### src/rtl/ils_params.svh
// constants of the isa legacy signal block: register offsets, field positions, reset values, counts
// assumes a 32-bit axi4-lite register bus with an 8-bit byte address
`ifndef ILS_PARAMS_SVH
`define ILS_PARAMS_SVH

`define ILS_ADDR_W 8
`define ILS_ADDR_CTRL 8'h00
`define ILS_ADDR_CMD 8'h04
`define ILS_ADDR_IRQ_STAT 8'h08
`define ILS_ADDR_IRQ_MASK 8'h0C
`define ILS_ADDR_SCP 8'h10
`define ILS_ADDR_PM_STAT 8'h14
`define ILS_ADDR_IRQ12_SEL 8'h18
`define ILS_ADDR_IRQ_LEVEL 8'h1C

`define ILS_CTRL_BM_SEL 0
`define ILS_CMD_START 0
`define ILS_CMD_WRITE 1
`define ILS_CMD_BUSY 0
`define ILS_CMD_RDY 2
`define ILS_EV_IOCHK 0
`define ILS_EV_BM 1
`define ILS_EV_DONE 2
`define ILS_EV_W 3
`define ILS_SCP_IOCHK 0
`define ILS_PM_BUSMASTER_ACTIVITY_FLAG 0
`define ILS_SEL_HI 10
`define ILS_SEL_LO 9

`define ILS_SEL_MOUSE 2'h0
`define ILS_SEL_PIN 2'h1
`define ILS_SEL_OR 2'h2
`define ILS_SEL_RST 2'h0
`define ILS_MASK_RST 3'h0

`define ILS_IRQ_KBC 1
`define ILS_IRQ_MOUSE 12
`define ILS_BCLK_DIV 4
`define ILS_MIN_STROBE_BCLK 3'h3
`define ILS_RESP_OKAY 2'h0
`define ILS_RESP_SLVERR 2'h2

`endif

### src/rtl/ils_pkg.sv
// types of the isa legacy signal block: pin groups and cycle states
// assumes ils_params.svh for every numeric constant
package ils_pkg;

  typedef enum logic [1:0] {
    ILS_IDLE = 2'b00,
    ILS_STROBE = 2'b01,
    ILS_WAIT_RDY = 2'b10,
    ILS_DONE = 2'b11
  } ils_cyc_e;

  // pins coming from the isa side and the keyboard controller
  typedef struct packed {
    logic iochk_n;
    logic iochrdy;
    logic [7:0] irq_pin;
    logic irq12_pin;
    logic kbc_irq_one_in;
    logic kbc_mouse_irq_in;
  } ils_isa_in_s;

  // pins driven towards the isa side
  typedef struct packed {
    logic bclk;
    logic ior_n;
    logic iow_n;
    logic [7:0] irq_pullup_en;
  } ils_isa_out_s;

endpackage : ils_pkg

### src/rtl/ils_top.sv
// isa legacy signal logic: bus clock, i/o strobes with ready extension, channel check, irq routing
// assumes axi4-lite master on aclk, isa pins synchronous to aclk, sleep state given by pos_state_in
//
// The AXI4-Lite register port and the register offsets were chosen for this implementation.
`timescale 1ns/1ps
`include "ils_params.svh"

// Notes on behaviour
// - isa bus clock is clock divided by four
// - keyboard irq1 input drives interrupt request 1
// - mouse irq and irq12 pin combined by select
// - asserted channel check sets status bit
// - cycle extended while slave holds ready low
// - read/write strobes high in reset and suspend
// - irq pins 3-7, 9-11 inputs with pull-ups
// - select reuses irq pins as bus-master requests
// - asserted request sets bus-master activity flag
// - suspend means power-on suspend sleep state
module ils_top
  import ils_pkg::*;
(
  input wire logic aclk,
  input wire logic aresetn,
  input wire logic [`ILS_ADDR_W-1:0] s_axi_awaddr,
  input wire logic s_axi_awvalid,
  output logic s_axi_awready,
  input wire logic [31:0] s_axi_wdata,
  input wire logic [3:0] s_axi_wstrb,
  input wire logic s_axi_wvalid,
  output logic s_axi_wready,
  output logic [1:0] s_axi_bresp,
  output logic s_axi_bvalid,
  input wire logic s_axi_bready,
  input wire logic [`ILS_ADDR_W-1:0] s_axi_araddr,
  input wire logic s_axi_arvalid,
  output logic s_axi_arready,
  output logic [31:0] s_axi_rdata,
  output logic [1:0] s_axi_rresp,
  output logic s_axi_rvalid,
  input wire logic s_axi_rready,
  input wire logic pos_state_in,
  input wire ils_isa_in_s isa_i,
  output ils_isa_out_s isa_o,
  output logic [15:0] irq_req_o,
  output logic irq_o
);

  ////////////////////////////////////////////////////////////////////////////////
  // isa bus clock

  logic bclk;
  logic bclk_rise;

  ils_clk_div u_clk_div (
    .aclk(aclk),
    .aresetn(aresetn),
    .bclk(bclk),
    .bclk_rise(bclk_rise)
  );

  ////////////////////////////////////////////////////////////////////////////////
  // axi4-lite write channel

  logic aw_held_q;
  logic aw_held_d;
  logic [`ILS_ADDR_W-1:0] aw_addr_q;
  logic [`ILS_ADDR_W-1:0] aw_addr_d;
  logic w_held_q;
  logic w_held_d;
  logic [31:0] w_data_q;
  logic [31:0] w_data_d;
  logic [3:0] w_strb_q;
  logic [3:0] w_strb_d;
  logic bvalid_q;
  logic bvalid_d;
  logic [1:0] bresp_q;
  logic [1:0] bresp_d;
  logic do_wr;
  logic [31:0] wmask;
  logic [31:0] wbits;
  logic [`ILS_ADDR_W-1:0] wr_addr;
  logic wr_hit;

  always_comb
  begin
    s_axi_awready = !aw_held_q && !bvalid_q;
    s_axi_wready = !w_held_q && !bvalid_q;
    do_wr = aw_held_q && w_held_q && !bvalid_q;
    wr_addr = {aw_addr_q[`ILS_ADDR_W-1:2], 2'b00};
    wmask = {{8{w_strb_q[3]}}, {8{w_strb_q[2]}}, {8{w_strb_q[1]}}, {8{w_strb_q[0]}}};
    wbits = w_data_q & wmask;
    wr_hit = (wr_addr == `ILS_ADDR_CTRL) || (wr_addr == `ILS_ADDR_CMD) || (wr_addr == `ILS_ADDR_IRQ_STAT) ||
             (wr_addr == `ILS_ADDR_IRQ_MASK) || (wr_addr == `ILS_ADDR_SCP) || (wr_addr == `ILS_ADDR_PM_STAT) ||
             (wr_addr == `ILS_ADDR_IRQ12_SEL) || (wr_addr == `ILS_ADDR_IRQ_LEVEL);
    aw_held_d = aw_held_q;
    aw_addr_d = aw_addr_q;
    w_held_d = w_held_q;
    w_data_d = w_data_q;
    w_strb_d = w_strb_q;
    bvalid_d = bvalid_q;
    bresp_d = bresp_q;
    if (s_axi_awvalid && s_axi_awready)
    begin
      aw_held_d = 1'b1;
      aw_addr_d = s_axi_awaddr;
    end
    if (s_axi_wvalid && s_axi_wready)
    begin
      w_held_d = 1'b1;
      w_data_d = s_axi_wdata;
      w_strb_d = s_axi_wstrb;
    end
    if (do_wr)
    begin
      aw_held_d = 1'b0;
      w_held_d = 1'b0;
      bvalid_d = 1'b1;
      bresp_d = wr_hit ? `ILS_RESP_OKAY : `ILS_RESP_SLVERR;
    end
    else if (bvalid_q && s_axi_bready)
    begin
      bvalid_d = 1'b0;
    end
  end

  always_ff @(posedge aclk)
  begin
    if (!aresetn)
    begin
      aw_held_q <= 1'b0;
      aw_addr_q <= '0;
      w_held_q <= 1'b0;
      w_data_q <= 32'h0;
      w_strb_q <= 4'h0;
      bvalid_q <= 1'b0;
      bresp_q <= `ILS_RESP_OKAY;
    end
    else
    begin
      aw_held_q <= aw_held_d;
      aw_addr_q <= aw_addr_d;
      w_held_q <= w_held_d;
      w_data_q <= w_data_d;
      w_strb_q <= w_strb_d;
      bvalid_q <= bvalid_d;
      bresp_q <= bresp_d;
    end
  end

  assign s_axi_bvalid = bvalid_q;
  assign s_axi_bresp = bresp_q;

  ////////////////////////////////////////////////////////////////////////////////
  // control and status registers

  logic bm_sel_q;
  logic bm_sel_d;
  logic [1:0] sel12_q;
  logic [1:0] sel12_d;
  logic [`ILS_EV_W-1:0] stat_q;
  logic [`ILS_EV_W-1:0] stat_d;
  logic [`ILS_EV_W-1:0] mask_q;
  logic [`ILS_EV_W-1:0] mask_d;
  logic scp_iochk_q;
  logic scp_iochk_d;
  logic busmaster_activity_flag_q;
  logic busmaster_activity_flag_d;
  logic [`ILS_EV_W-1:0] ev;
  logic start_req;
  logic start_write;
  ils_cyc_e state_q;

  always_comb
  begin
    ev = '0;
    ev[`ILS_EV_IOCHK] = !isa_i.iochk_n;
    ev[`ILS_EV_BM] = bm_sel_q && (isa_i.irq_pin != 8'hFF);
    ev[`ILS_EV_DONE] = (state_q == ILS_DONE);
    bm_sel_d = bm_sel_q;
    sel12_d = sel12_q;
    mask_d = mask_q;
    stat_d = stat_q;
    scp_iochk_d = scp_iochk_q;
    busmaster_activity_flag_d = busmaster_activity_flag_q;
    start_req = 1'b0;
    start_write = 1'b0;
    if (do_wr)
    begin
      case (wr_addr)
        `ILS_ADDR_CTRL: if (w_strb_q[0]) bm_sel_d = w_data_q[`ILS_CTRL_BM_SEL];
        `ILS_ADDR_CMD:
        begin
          start_req = wbits[`ILS_CMD_START];
          start_write = wbits[`ILS_CMD_WRITE];
        end
        `ILS_ADDR_IRQ_STAT: stat_d = stat_q & ~wbits[`ILS_EV_W-1:0];
        `ILS_ADDR_IRQ_MASK: if (w_strb_q[0]) mask_d = w_data_q[`ILS_EV_W-1:0];
        `ILS_ADDR_SCP: scp_iochk_d = scp_iochk_q & ~wbits[`ILS_SCP_IOCHK];
        `ILS_ADDR_PM_STAT: busmaster_activity_flag_d = busmaster_activity_flag_q & ~wbits[`ILS_PM_BUSMASTER_ACTIVITY_FLAG];
        `ILS_ADDR_IRQ12_SEL: if (w_strb_q[1]) sel12_d = w_data_q[`ILS_SEL_HI:`ILS_SEL_LO];
        default: ;
      endcase
    end
    // events set after any clear so a same-cycle event is kept
    stat_d = stat_d | ev;
    scp_iochk_d = scp_iochk_d | ev[`ILS_EV_IOCHK];
    busmaster_activity_flag_d = busmaster_activity_flag_d | ev[`ILS_EV_BM];
  end

  always_ff @(posedge aclk)
  begin
    if (!aresetn)
    begin
      bm_sel_q <= 1'b0;
      sel12_q <= `ILS_SEL_RST;
      stat_q <= '0;
      mask_q <= `ILS_MASK_RST;
      scp_iochk_q <= 1'b0;
      busmaster_activity_flag_q <= 1'b0;
    end
    else
    begin
      bm_sel_q <= bm_sel_d;
      sel12_q <= sel12_d;
      stat_q <= stat_d;
      mask_q <= mask_d;
      scp_iochk_q <= scp_iochk_d;
      busmaster_activity_flag_q <= busmaster_activity_flag_d;
    end
  end

  ////////////////////////////////////////////////////////////////////////////////
  // isa i/o command cycle

  ils_cyc_e state_d;
  logic [2:0] cnt_q;
  logic [2:0] cnt_d;
  logic wr_cyc_q;
  logic wr_cyc_d;
  logic ior_n_q;
  logic ior_n_d;
  logic iow_n_q;
  logic iow_n_d;

  always_comb
  begin
    state_d = state_q;
    cnt_d = cnt_q;
    wr_cyc_d = wr_cyc_q;
    case (state_q)
      ILS_IDLE:
      begin
        if (start_req && !pos_state_in)
        begin
          state_d = ILS_STROBE;
          cnt_d = `ILS_MIN_STROBE_BCLK;
          wr_cyc_d = start_write;
        end
      end
      ILS_STROBE:
      begin
        if (bclk_rise)
        begin
          cnt_d = cnt_q - 3'h1;
          if (cnt_q == 3'h1)
          begin
            state_d = ILS_WAIT_RDY;
          end
        end
      end
      ILS_WAIT_RDY:
      begin
        if (bclk_rise && isa_i.iochrdy)
        begin
          state_d = ILS_DONE;
        end
      end
      ILS_DONE: state_d = ILS_IDLE;
      default: state_d = ILS_IDLE;
    endcase
    // suspend drops any cycle under way
    if (pos_state_in)
    begin
      state_d = ILS_IDLE;
    end
    ior_n_d = !((state_d == ILS_STROBE || state_d == ILS_WAIT_RDY) && !wr_cyc_d);
    iow_n_d = !((state_d == ILS_STROBE || state_d == ILS_WAIT_RDY) && wr_cyc_d);
  end

  always_ff @(posedge aclk)
  begin
    if (!aresetn)
    begin
      state_q <= ILS_IDLE;
      cnt_q <= 3'h0;
      wr_cyc_q <= 1'b0;
      ior_n_q <= 1'b1;
      iow_n_q <= 1'b1;
    end
    else
    begin
      state_q <= state_d;
      cnt_q <= cnt_d;
      wr_cyc_q <= wr_cyc_d;
      ior_n_q <= ior_n_d;
      iow_n_q <= iow_n_d;
    end
  end

  ////////////////////////////////////////////////////////////////////////////////
  // interrupt request routing

  logic [15:0] irq_req_q;
  logic [15:0] irq_req_d;
  logic irq_q;
  logic irq_d;
  logic irq12_comb;

  always_comb
  begin
    case (sel12_q)
      `ILS_SEL_MOUSE: irq12_comb = isa_i.kbc_mouse_irq_in;
      `ILS_SEL_PIN: irq12_comb = isa_i.irq12_pin;
      `ILS_SEL_OR: irq12_comb = isa_i.kbc_mouse_irq_in | isa_i.irq12_pin;
      default: irq12_comb = 1'b0;
    endcase
    irq_req_d = 16'h0000;
    irq_req_d[`ILS_IRQ_KBC] = isa_i.kbc_irq_one_in;
    irq_req_d[`ILS_IRQ_MOUSE] = irq12_comb;
    if (!bm_sel_q)
    begin
      irq_req_d[7:3] = isa_i.irq_pin[4:0];
      irq_req_d[11:9] = isa_i.irq_pin[7:5];
    end
    irq_d = |(stat_q & mask_q);
  end

  always_ff @(posedge aclk)
  begin
    if (!aresetn)
    begin
      irq_req_q <= 16'h0000;
      irq_q <= 1'b0;
    end
    else
    begin
      irq_req_q <= irq_req_d;
      irq_q <= irq_d;
    end
  end

  ////////////////////////////////////////////////////////////////////////////////
  // axi4-lite read channel

  logic rvalid_q;
  logic rvalid_d;
  logic [31:0] rdata_q;
  logic [31:0] rdata_d;
  logic [1:0] rresp_q;
  logic [1:0] rresp_d;

  always_comb
  begin
    s_axi_arready = !rvalid_q;
    rvalid_d = rvalid_q;
    rdata_d = rdata_q;
    rresp_d = rresp_q;
    if (s_axi_arvalid && !rvalid_q)
    begin
      rvalid_d = 1'b1;
      rdata_d = 32'h0;
      rresp_d = `ILS_RESP_OKAY;
      case ({s_axi_araddr[`ILS_ADDR_W-1:2], 2'b00})
        `ILS_ADDR_CTRL: rdata_d[`ILS_CTRL_BM_SEL] = bm_sel_q;
        `ILS_ADDR_CMD:
        begin
          rdata_d[`ILS_CMD_BUSY] = (state_q != ILS_IDLE);
          rdata_d[`ILS_CMD_WRITE] = wr_cyc_q;
          rdata_d[`ILS_CMD_RDY] = isa_i.iochrdy;
        end
        `ILS_ADDR_IRQ_STAT: rdata_d[`ILS_EV_W-1:0] = stat_q;
        `ILS_ADDR_IRQ_MASK: rdata_d[`ILS_EV_W-1:0] = mask_q;
        `ILS_ADDR_SCP: rdata_d[`ILS_SCP_IOCHK] = scp_iochk_q;
        `ILS_ADDR_PM_STAT: rdata_d[`ILS_PM_BUSMASTER_ACTIVITY_FLAG] = busmaster_activity_flag_q;
        `ILS_ADDR_IRQ12_SEL: rdata_d[`ILS_SEL_HI:`ILS_SEL_LO] = sel12_q;
        `ILS_ADDR_IRQ_LEVEL: rdata_d[15:0] = irq_req_q;
        default: rresp_d = `ILS_RESP_SLVERR;
      endcase
    end
    else if (rvalid_q && s_axi_rready)
    begin
      rvalid_d = 1'b0;
    end
  end

  always_ff @(posedge aclk)
  begin
    if (!aresetn)
    begin
      rvalid_q <= 1'b0;
      rdata_q <= 32'h0;
      rresp_q <= `ILS_RESP_OKAY;
    end
    else
    begin
      rvalid_q <= rvalid_d;
      rdata_q <= rdata_d;
      rresp_q <= rresp_d;
    end
  end

  assign s_axi_rvalid = rvalid_q;
  assign s_axi_rdata = rdata_q;
  assign s_axi_rresp = rresp_q;

  ////////////////////////////////////////////////////////////////////////////////
  // pin outputs

  assign isa_o.bclk = bclk;
  assign isa_o.ior_n = ior_n_q;
  assign isa_o.iow_n = iow_n_q;
  assign isa_o.irq_pullup_en = 8'hFF;
  assign irq_req_o = irq_req_q;
  assign irq_o = irq_q;

endmodule : ils_top

### src/rtl/ils_clk_div.sv
// isa bus clock divider: bclk is aclk divided by four, with a pulse on each bclk rise
// assumes one clock aclk and synchronous active-low reset
`timescale 1ns/1ps
module ils_clk_div
  import ils_pkg::*;
(
  input wire logic aclk,
  input wire logic aresetn,
  output logic bclk,
  output logic bclk_rise
);

  logic [1:0] cnt_q;
  logic [1:0] cnt_d;
  logic bclk_q;
  logic bclk_d;
  logic rise_q;
  logic rise_d;

  always_comb
  begin
    cnt_d = cnt_q + 2'h1;
    bclk_d = cnt_d[1];
    rise_d = (cnt_d == 2'h2);
  end

  always_ff @(posedge aclk)
  begin
    if (!aresetn)
    begin
      cnt_q <= 2'h0;
      bclk_q <= 1'b0;
      rise_q <= 1'b0;
    end
    else
    begin
      cnt_q <= cnt_d;
      bclk_q <= bclk_d;
      rise_q <= rise_d;
    end
  end

  assign bclk = bclk_q;
  assign bclk_rise = rise_q;

endmodule : ils_clk_div

### config.mk
export PLATFORM = sky130hd
export DESIGN_NAME = ils_top
export DESIGN_NICKNAME = d
export VERILOG_FILES = /design/src/rtl/ils_pkg.sv /design/src/rtl/ils_top.sv /design/src/rtl/ils_clk_div.sv
export VERILOG_INCLUDE_DIRS = /design/src /design/src/rtl
export SDC_FILE = /design/constraint.sdc
export NUM_CORES = 1
export LEC_CHECK = 0
export BUFFER_PORTS_ARGS = -buffer_cell sky130_fd_sc_hd__buf_2
export CAP_MARGIN = 10
export CORE_MARGIN = 3
export CORE_UTILIZATION = 46
export DETAILED_ROUTE_END_ITERATION = 7
export GPL_ROUTABILITY_DRIVEN = 0
export GPL_TIMING_DRIVEN = 0
export MAX_ROUTING_LAYER = met4
export PLACE_DENSITY = 0.87
export SYNTH_ARGS = -nofsm -noshare
export SYNTH_HDL_FRONTEND = slang
export SYNTH_SLANG_ARGS = --single-unit
export TNS_END_PERCENT = 100
### constraint.sdc
create_clock -name aclk -period 2.3 [get_ports aclk]
set_input_delay 0.345 -clock aclk [delete_from_list [all_inputs] [get_ports aclk]]
set_output_delay 0.345 -clock aclk [all_outputs]
set_load 0.02 [all_outputs]
==> results.json, run 1 <==
{
  "status": "finished clean",
  "synthXorXnorAreaFrac_pct": 0.305,
  "num-nets-final": 502,
  "antennaDiodeCount": 0,
  "drt_first_pass_iters": 4,
  "crit_slowest_cell": "nor4_1",
  "clk_path_buf_depth": 2,
  "ant_nets": 0,
  "worst_pin_slew_ns": 0.734,
  "synth_warnings": 0,
  "area_delta_synth_final_pct": 25.6,
  "placed_cells": 490,
  "power_density_nw_per_um2": 652,
  "post-route-min-period_ns": 1.88,
  "synth_ff_type": "dfxtp_1",
  "cts.clk_slew.worst_paths_ns": 0.07,
  "worstSetupPathType": "flop to flop",
  "fin_tns_setup_ns": 0,
  "grt_pass1_wl_um": 11100,
  "die-area_um2": 7220,
  "post_cts_resized": 0,
  "port_buffers": 69,
  "synth_top_area_cell": "dfxtp_1",
  "cts_root_buf": "clkbuf_8",
  "drtIter0Drc": 226,
  "maxCapViolations": 0,
  "post_cts_buffers": 0,
  "worst_skew_pair.late_latency_ns": 0.34,
  "cts_buffers": 9,
  "netlist_area_um2": 2870,
  "p_leak_nw": 1.68,
  "relSlewSlack_pct": 50.7,
  "worst_setup_path_start_kind": "flop",
  "synth_top_area_share_pct": 44.7,
  "syn-instance-count": 312,
  "crit_chain": "nor4_1 > and4_1 > nand2_1 > a221oi_1",
  "hpwl_um": 5240,
  "ctsHoldBuffers": 0,
  "critPathMaxFanout": 4,
  "fp.dieH_um": 85.0,
  "total_power_w": 0.00235,
  "finalNonFillerCells": 506,
  "rrSetupSlack_ns": 0.42,
  "synth-seq-cells": 64,
  "synth_edf_count": 0,
  "end_kind": "flop",
  "initial_utilization_pct": 47.9,
  "ys_top_cells_by_count": "64 x dfxtp_1, 45 x nor2_1, 39 x buf_4",
  "avgViaCountPerCell": 4.85,
  "drc": 0,
  "critical-path-max-stage-delay_ns": 0.65,
  "yosys.area_share.simple_pct": 20.5,
  "fin_skew_ns": 0.00811,
  "grt_max_degree": 11,
  "routed_wl_um": 6820,
  "drv_slew": 0,
  "num_vias": 2455,
  "hold_viol": 0,
  "hp-class": "primary input to flop",
  "synthAdderAreaFrac_pct": 1.31,
  "fillers": 550,
  "drive_gt1_share_pct": 30.2,
  "clkSinkCount": 64,
  "worstPathArrival_ns": 2.12,
  "max_freq_mhz": 532,
  "worstPathRequired_ns": 2.54,
  "core_area_um2": 5990,
  "synth_area_per_cell_um2": 9.19,
  "cts_tree": "built",
  "die_x_um": 85.0,
  "rows": 28,
  "async_flop_share_pct": 0,
  "peakVddDrop_mv": 0.495,
  "pin_count": 142,
  "synth_compound_area_share_pct": 10.7,
  "layout_worst_path_cycle_share_pct": 81.7,
  "yosys-mux-area-fraction_pct": 9.21,
  "wire_per_inst_um": 13.5,
  "synth_cell_types": 47,
  "grt.total_usage_pct": 20.0,
  "rsz0062_at_grt": "false",
  "synth.area.top_cells": "dfxtp_1 45%, buf_4 10%, mux2i_1 8.0%, nor2_1 5.9%, a21oi_1 2.6%",
  "antenna_found_initial": 0,
  "overflow": 0,
  "synth_top_family_by_area": "simple AND/OR/NAND/NOR gates",
  "setup_violations": 0,
  "grt_pass1_vias": 2332,
  "synth_most_common_cell": "dfxtp_1",
  "synth_seq_area_share_pct": 44.7,
  "htreeDepth": 3
}
## worst paths after layout
path                       from            endpoint  cells after the start
max                aw_addr_q[7]            cnt_q[1]                      4
min                    isa_i[6]        irq_req_o[6]                      2
max reg2reg        aw_addr_q[7]            cnt_q[1]                      4
min reg2reg  u_clk_div.cnt_q[0]  u_clk_div.cnt_q[0]                      1
## through the flow
stage          cell area (um2)  hold slack, ns  setup slack, ns  utilization (%)
3_3_place_gp              3430           0.404            0.489             57.3
3_5_place_dp              3430           0.420            0.458             57.3
4_1_cts                   3600           0.192            0.463             60.1
2_1_floorplan             3000           0.397            0.634                -
6_report                  3600           0.211            0.421             60.1
5_1_grt                   3600           0.218            0.342             60.1
## power by group
part	switching [W]	total [W]	internal, W
Sequential	0.0000365	0.00119	0.00115
Clock	0.000410	0.000827	0.000417
Combinational	0.000196	0.000335	0.000139
Total	0.000643	0.00235	0.00171
## kinds of logic after synthesis
family                     count (synthesis)
AOI/OAI and AO/OA                         47
xor gates and xnor gates                   1
adders and majority gates                  3
buffers and inverters                     60
DFF                                       64
muxes                                     25
other                                      2
and+or+nand+nor                          110
## sequential cells by signal, indices dropped and copies added, names as in the netlist, 2 cells and up
register	flops
aw_addr_q	6
irq_req_o	10
w_strb_q	2
cnt_q	3
stat_q	3
state_q	2
u_clk_div.cnt_q	2
mask_q	3
sel12_q	2
w_data_q	5
s_axi_rdata	12
## area by class of cell
class / instances / area, um2 / share of cell area [%]
plain buffers: 52 / 342 / 9.49
clock buffers: 13 / 149 / 4.13
clock inverters: 3 / 17.5 / 0.486
inverters: 8 / 30.0 / 0.834
multi-input cells: 222 / 1340 / 37.3
flip-flops and latches: 64 / 1280 / 35.6
well taps: 75 / 93.8 / 2.61
repair buffers: 69 / 345 / 9.59
## metal layers
metal | GRT usage, % | up-vias | part of all wire, %
li1 | - | 1228 | -
met1 | 23.4 | 1107 | 41
met2 | 31.8 | 101 | 49
met3 | 4.08 | 19 | 6.9
met4 | 11.5 | 0 | 2.7
met5 | - | - | 0
## layout by cell type (no fill, tap or decap), types with 4 or more instances in the layout
master    count
mux2i_1      23
inv_1         8
nor2_1       45
dfxtp_1      64
o21ai_0      11
a22oi_1       7
buf_2        69
nand2_1      16
and2_1       12
a21oi_1      15
buf_4        39
clkbuf_8     10
buf_1         4
nand3_1       5
clkbuf_1     12
and3b_1       4
conb_1       36
## worst max-delay path: cells and delay by family, from the launching register on
kind,cells,cell delay [ns]
AND/OR/NAND/NOR,3,1.15
flip-flops,1,0.34
AO/OA/AOI/OAI,1,0.29
Power figures use the tool's default switching activity.
==> inputs of run 2 (changes only) <==
--- a/config.mk
+++ b/config.mk
@@ -6,15 +6,16 @@
 export SDC_FILE = /design/constraint.sdc
 export NUM_CORES = 1
 export LEC_CHECK = 0
+export ABC_AREA = 1
 export BUFFER_PORTS_ARGS = -buffer_cell sky130_fd_sc_hd__buf_2
 export CAP_MARGIN = 10
 export CORE_MARGIN = 3
-export CORE_UTILIZATION = 46
+export CORE_UTILIZATION = 42
 export DETAILED_ROUTE_END_ITERATION = 7
 export GPL_ROUTABILITY_DRIVEN = 0
 export GPL_TIMING_DRIVEN = 0
 export MAX_ROUTING_LAYER = met4
-export PLACE_DENSITY = 0.87
+export PLACE_DENSITY = 0.83
 export SYNTH_ARGS = -nofsm -noshare
 export SYNTH_HDL_FRONTEND = slang
 export SYNTH_SLANG_ARGS = --single-unit
==> constraint.sdc (replaced) <==
create_clock -name aclk -period 1.55 [get_ports aclk]
set_input_delay 0.2325 -clock aclk [delete_from_list [all_inputs] [get_ports aclk]]
set_output_delay 0.2325 -clock aclk [all_outputs]
set_load 0.02 [all_outputs]
==> results.json, run 2 <==
{
  "status": "finished clean",
  "grt.total_usage_pct": 18.2,
  "synth.area.top_cells": "dfxtp_1 43%, buf_4 10%, nand2_1 8.1%, nor2_1 6.9%, inv_1 6.4%",
  "grt_pass1_wl_um": 11800,
  "sw_frac_of_total_pct": 27.9,
  "synth_top_area_cell": "dfxtp_1",
  "cts.clk_slew.worst_paths_ns": 0.06,
  "drive_gt1_share_pct": 28.0,
  "drv_slew": 0,
  "num-nets-final": 601,
  "hp-class": "primary input to flop",
  "grt_pass1_vias": 2689,
  "rsz0062_at_grt": "false",
  "layout_worst_path_cycle_share_pct": 88.6,
  "port_buffers": 71,
  "clk_path_buf_depth": 2,
  "initial_utilization_pct": 43.6,
  "most-common-layout-cells": "75 x buf_2, 64 x nand2_1, 64 x dfxtp_1, 53 x nor2_1, 51 x inv_1",
  "worst_setup_path_start_kind": "flop",
  "avgViaCountPerCell": 4.52,
  "critical-path-max-stage-delay_ns": 0.34,
  "rrSetupSlack_ns": 0.18,
  "power_density_nw_per_um2": 975,
  "netlist_area_um2": 2980,
  "power_frac_clock_pct": 34.7,
  "drc": 0,
  "core_area_um2": 6830,
  "synth_edf_count": 0,
  "worstPathArrival_ns": 1.60,
  "cp_num_buf_inv": 0,
  "antennaDiodeCount": 0,
  "switchingPower_w": 0.00103,
  "htreeDepth": 3,
  "p_int_w": 0.00265,
  "grt_max_degree": 11,
  "largest_reg_flops": 12,
  "wire_per_inst_um": 11.3,
  "critPathMaxFanout": 4,
  "cts_root_buf": "clkbuf_8",
  "ant_nets": 0,
  "drtIter0Drc": 189,
  "worst_skew_pair.late_latency_ns": 0.34,
  "antenna_found_initial": 0,
  "fin_skew_ns": 0.00519,
  "max_freq_mhz": 728,
  "synth_top_area_share_pct": 43.0,
  "power_frac_comb_pct": 16.5,
  "fin_tns_setup_ns": 0,
  "clkSinkCount": 64,
  "whs_ns": 0.0749,
  "maxCapViolations": 0,
  "fp.dieH_um": 90.2,
  "die_x_um": 90.2,
  "peakVddDrop_mv": 0.583,
  "cts_buffers": 9,
  "pin_count": 142,
  "end_kind": "flop",
  "routed_wl_um": 7060,
  "relSlewSlack_pct": 66.0,
  "cts_tree": "built",
  "syn-instance-count": 408,
  "crit_chain": "nor2_2 > nand2_2 > nor2_4 > nand3_2 > nand2_2 > nand2_1 > nor2_1 > nand2_1",
  "crit_slowest_cell": "dfxtp_1",
  "area_delta_synth_final_pct": 26.5,
  "worstPathRequired_ns": 1.78,
  "async_flop_share_pct": 0,
  "ys_top_cells_by_count": "64 x dfxtp_1, 64 x nand2_1, 55 x nor2_1",
  "synth-seq-cells": 64,
  "p_leak_nw": 1.91,
  "rows": 30,
  "num_vias": 2823,
  "synth_seq_area_share_pct": 43.0,
  "hpwl_um": 5360,
  "drt_first_pass_iters": 5,
  "post-route-min-period_ns": 1.37,
  "synth_cell_types": 30,
  "seqPwrFrac_pct": 48.8,
  "hold_viol": 0,
  "worst_pin_slew_ns": 0.510,
  "overflow": 0,
  "die-area_um2": 8140,
  "fillers": 651,
  "synth_warnings": 0,
  "ctsHoldBuffers": 0,
  "final_common_cell": "buf_2",
  "synth_area_per_cell_um2": 7.30,
  "total_power_w": 0.00367,
  "worstSetupPathType": "flop to flop",
  "synth_ff_type": "dfxtp_1",
  "setup_violations": 0,
  "cp_top_family": "simple AND/OR/NAND/NOR gates"
}
[run 2: changes by cell type in the layout (fill, tap and decap cells not counted), sizes merged, moves of 12 or more]
cell	change
o21ai	+23
nor2	+18
nand2	+52
and2	-12
mux2i	-23
nand3	+14
inv	+45
a21oi	+18
[run 2: cell families after synthesis]
group | synth area share [%]
AO/OA/AOI/OAI | 12.4
XOR/XNOR | 0.588
adder cells (fa/ha/maj) | 1.26
buffers and inverters | 18.1
flip-flops | 43.0
other | 0.252
AND/OR/NAND/NOR | 24.4
[run 2: tightest hold or removal path, cell delays in order]
cell and delay [ns]:
buf_2 0.08, nand2_1 0.04, inv_1 0.04
[run 2: per-layer routing]
metal | vias up | routed length, um | track usage (%)
met5 | - | 0 | -
met4 | 0 | 118 | 7.27
met3 | 14 | 458 | 5.77
met2 | 91 | 3610 | 31.1
met1 | 1268 | 2880 | 19.6
li1 | 1450 | - | -
[run 2: worst paths after layout]
kind | start | to | cells after the start
worst max register to register | aw_addr_q[5] | ior_n_q | 8
worst min-delay path | isa_i[1] | irq_req_o[1] | 3
worst min register to register | u_clk_div.cnt_q[0] | u_clk_div.cnt_q[0] | 1
worst max-delay path | aw_addr_q[5] | ior_n_q | 8
[run 2: power by group through the flow]
stage	Sequential (W)	Combinational (W)	Clock (W)
floorplan	0.00186	0.000382	0
detailed placement	0.00182	0.000596	0
global placement	0.00182	0.000580	0
global route	0.00180	0.000668	0.00137
finish	0.00179	0.000606	0.00128
CTS	0.00179	0.000600	0.00129
[run 2: cell type report]
| class | instances | area (um2) | area share, % |
|---|---|---|---|
| buffer | 47 | 332 | 8.80 |
| clock buffer | 14 | 173 | 4.58 |
| multi-input combinational | 276 | 1290 | 34.3 |
| tap | 96 | 120 | 3.19 |
| timing repair buffer | 72 | 363 | 9.63 |
| inverter | 55 | 206 | 5.48 |
| sequential | 64 | 1280 | 34.0 |
[run 2: per-stage QoR]
stage / util, % / std cells / instance area (um2) / setup slack [ns]
global route: 55.1 / 624 / 3770 / 0.0323
CTS: 54.9 / 623 / 3750 / 0.117
floorplan: - / 442 / 3110 / 0.210
detailed placement: 52.4 / 609 / 3580 / 0.122
finish: 55.1 / 624 / 3770 / 0.177
global placement: 52.4 / 609 / 3580 / 0.182
[run 2: repair_timing]
item / CTS / global route
resized for setup: 0 / 2
hold endpoints to repair: 0 / 0
setup buffers: 0 / 1
endpoints found under the setup margin: 0 / 2
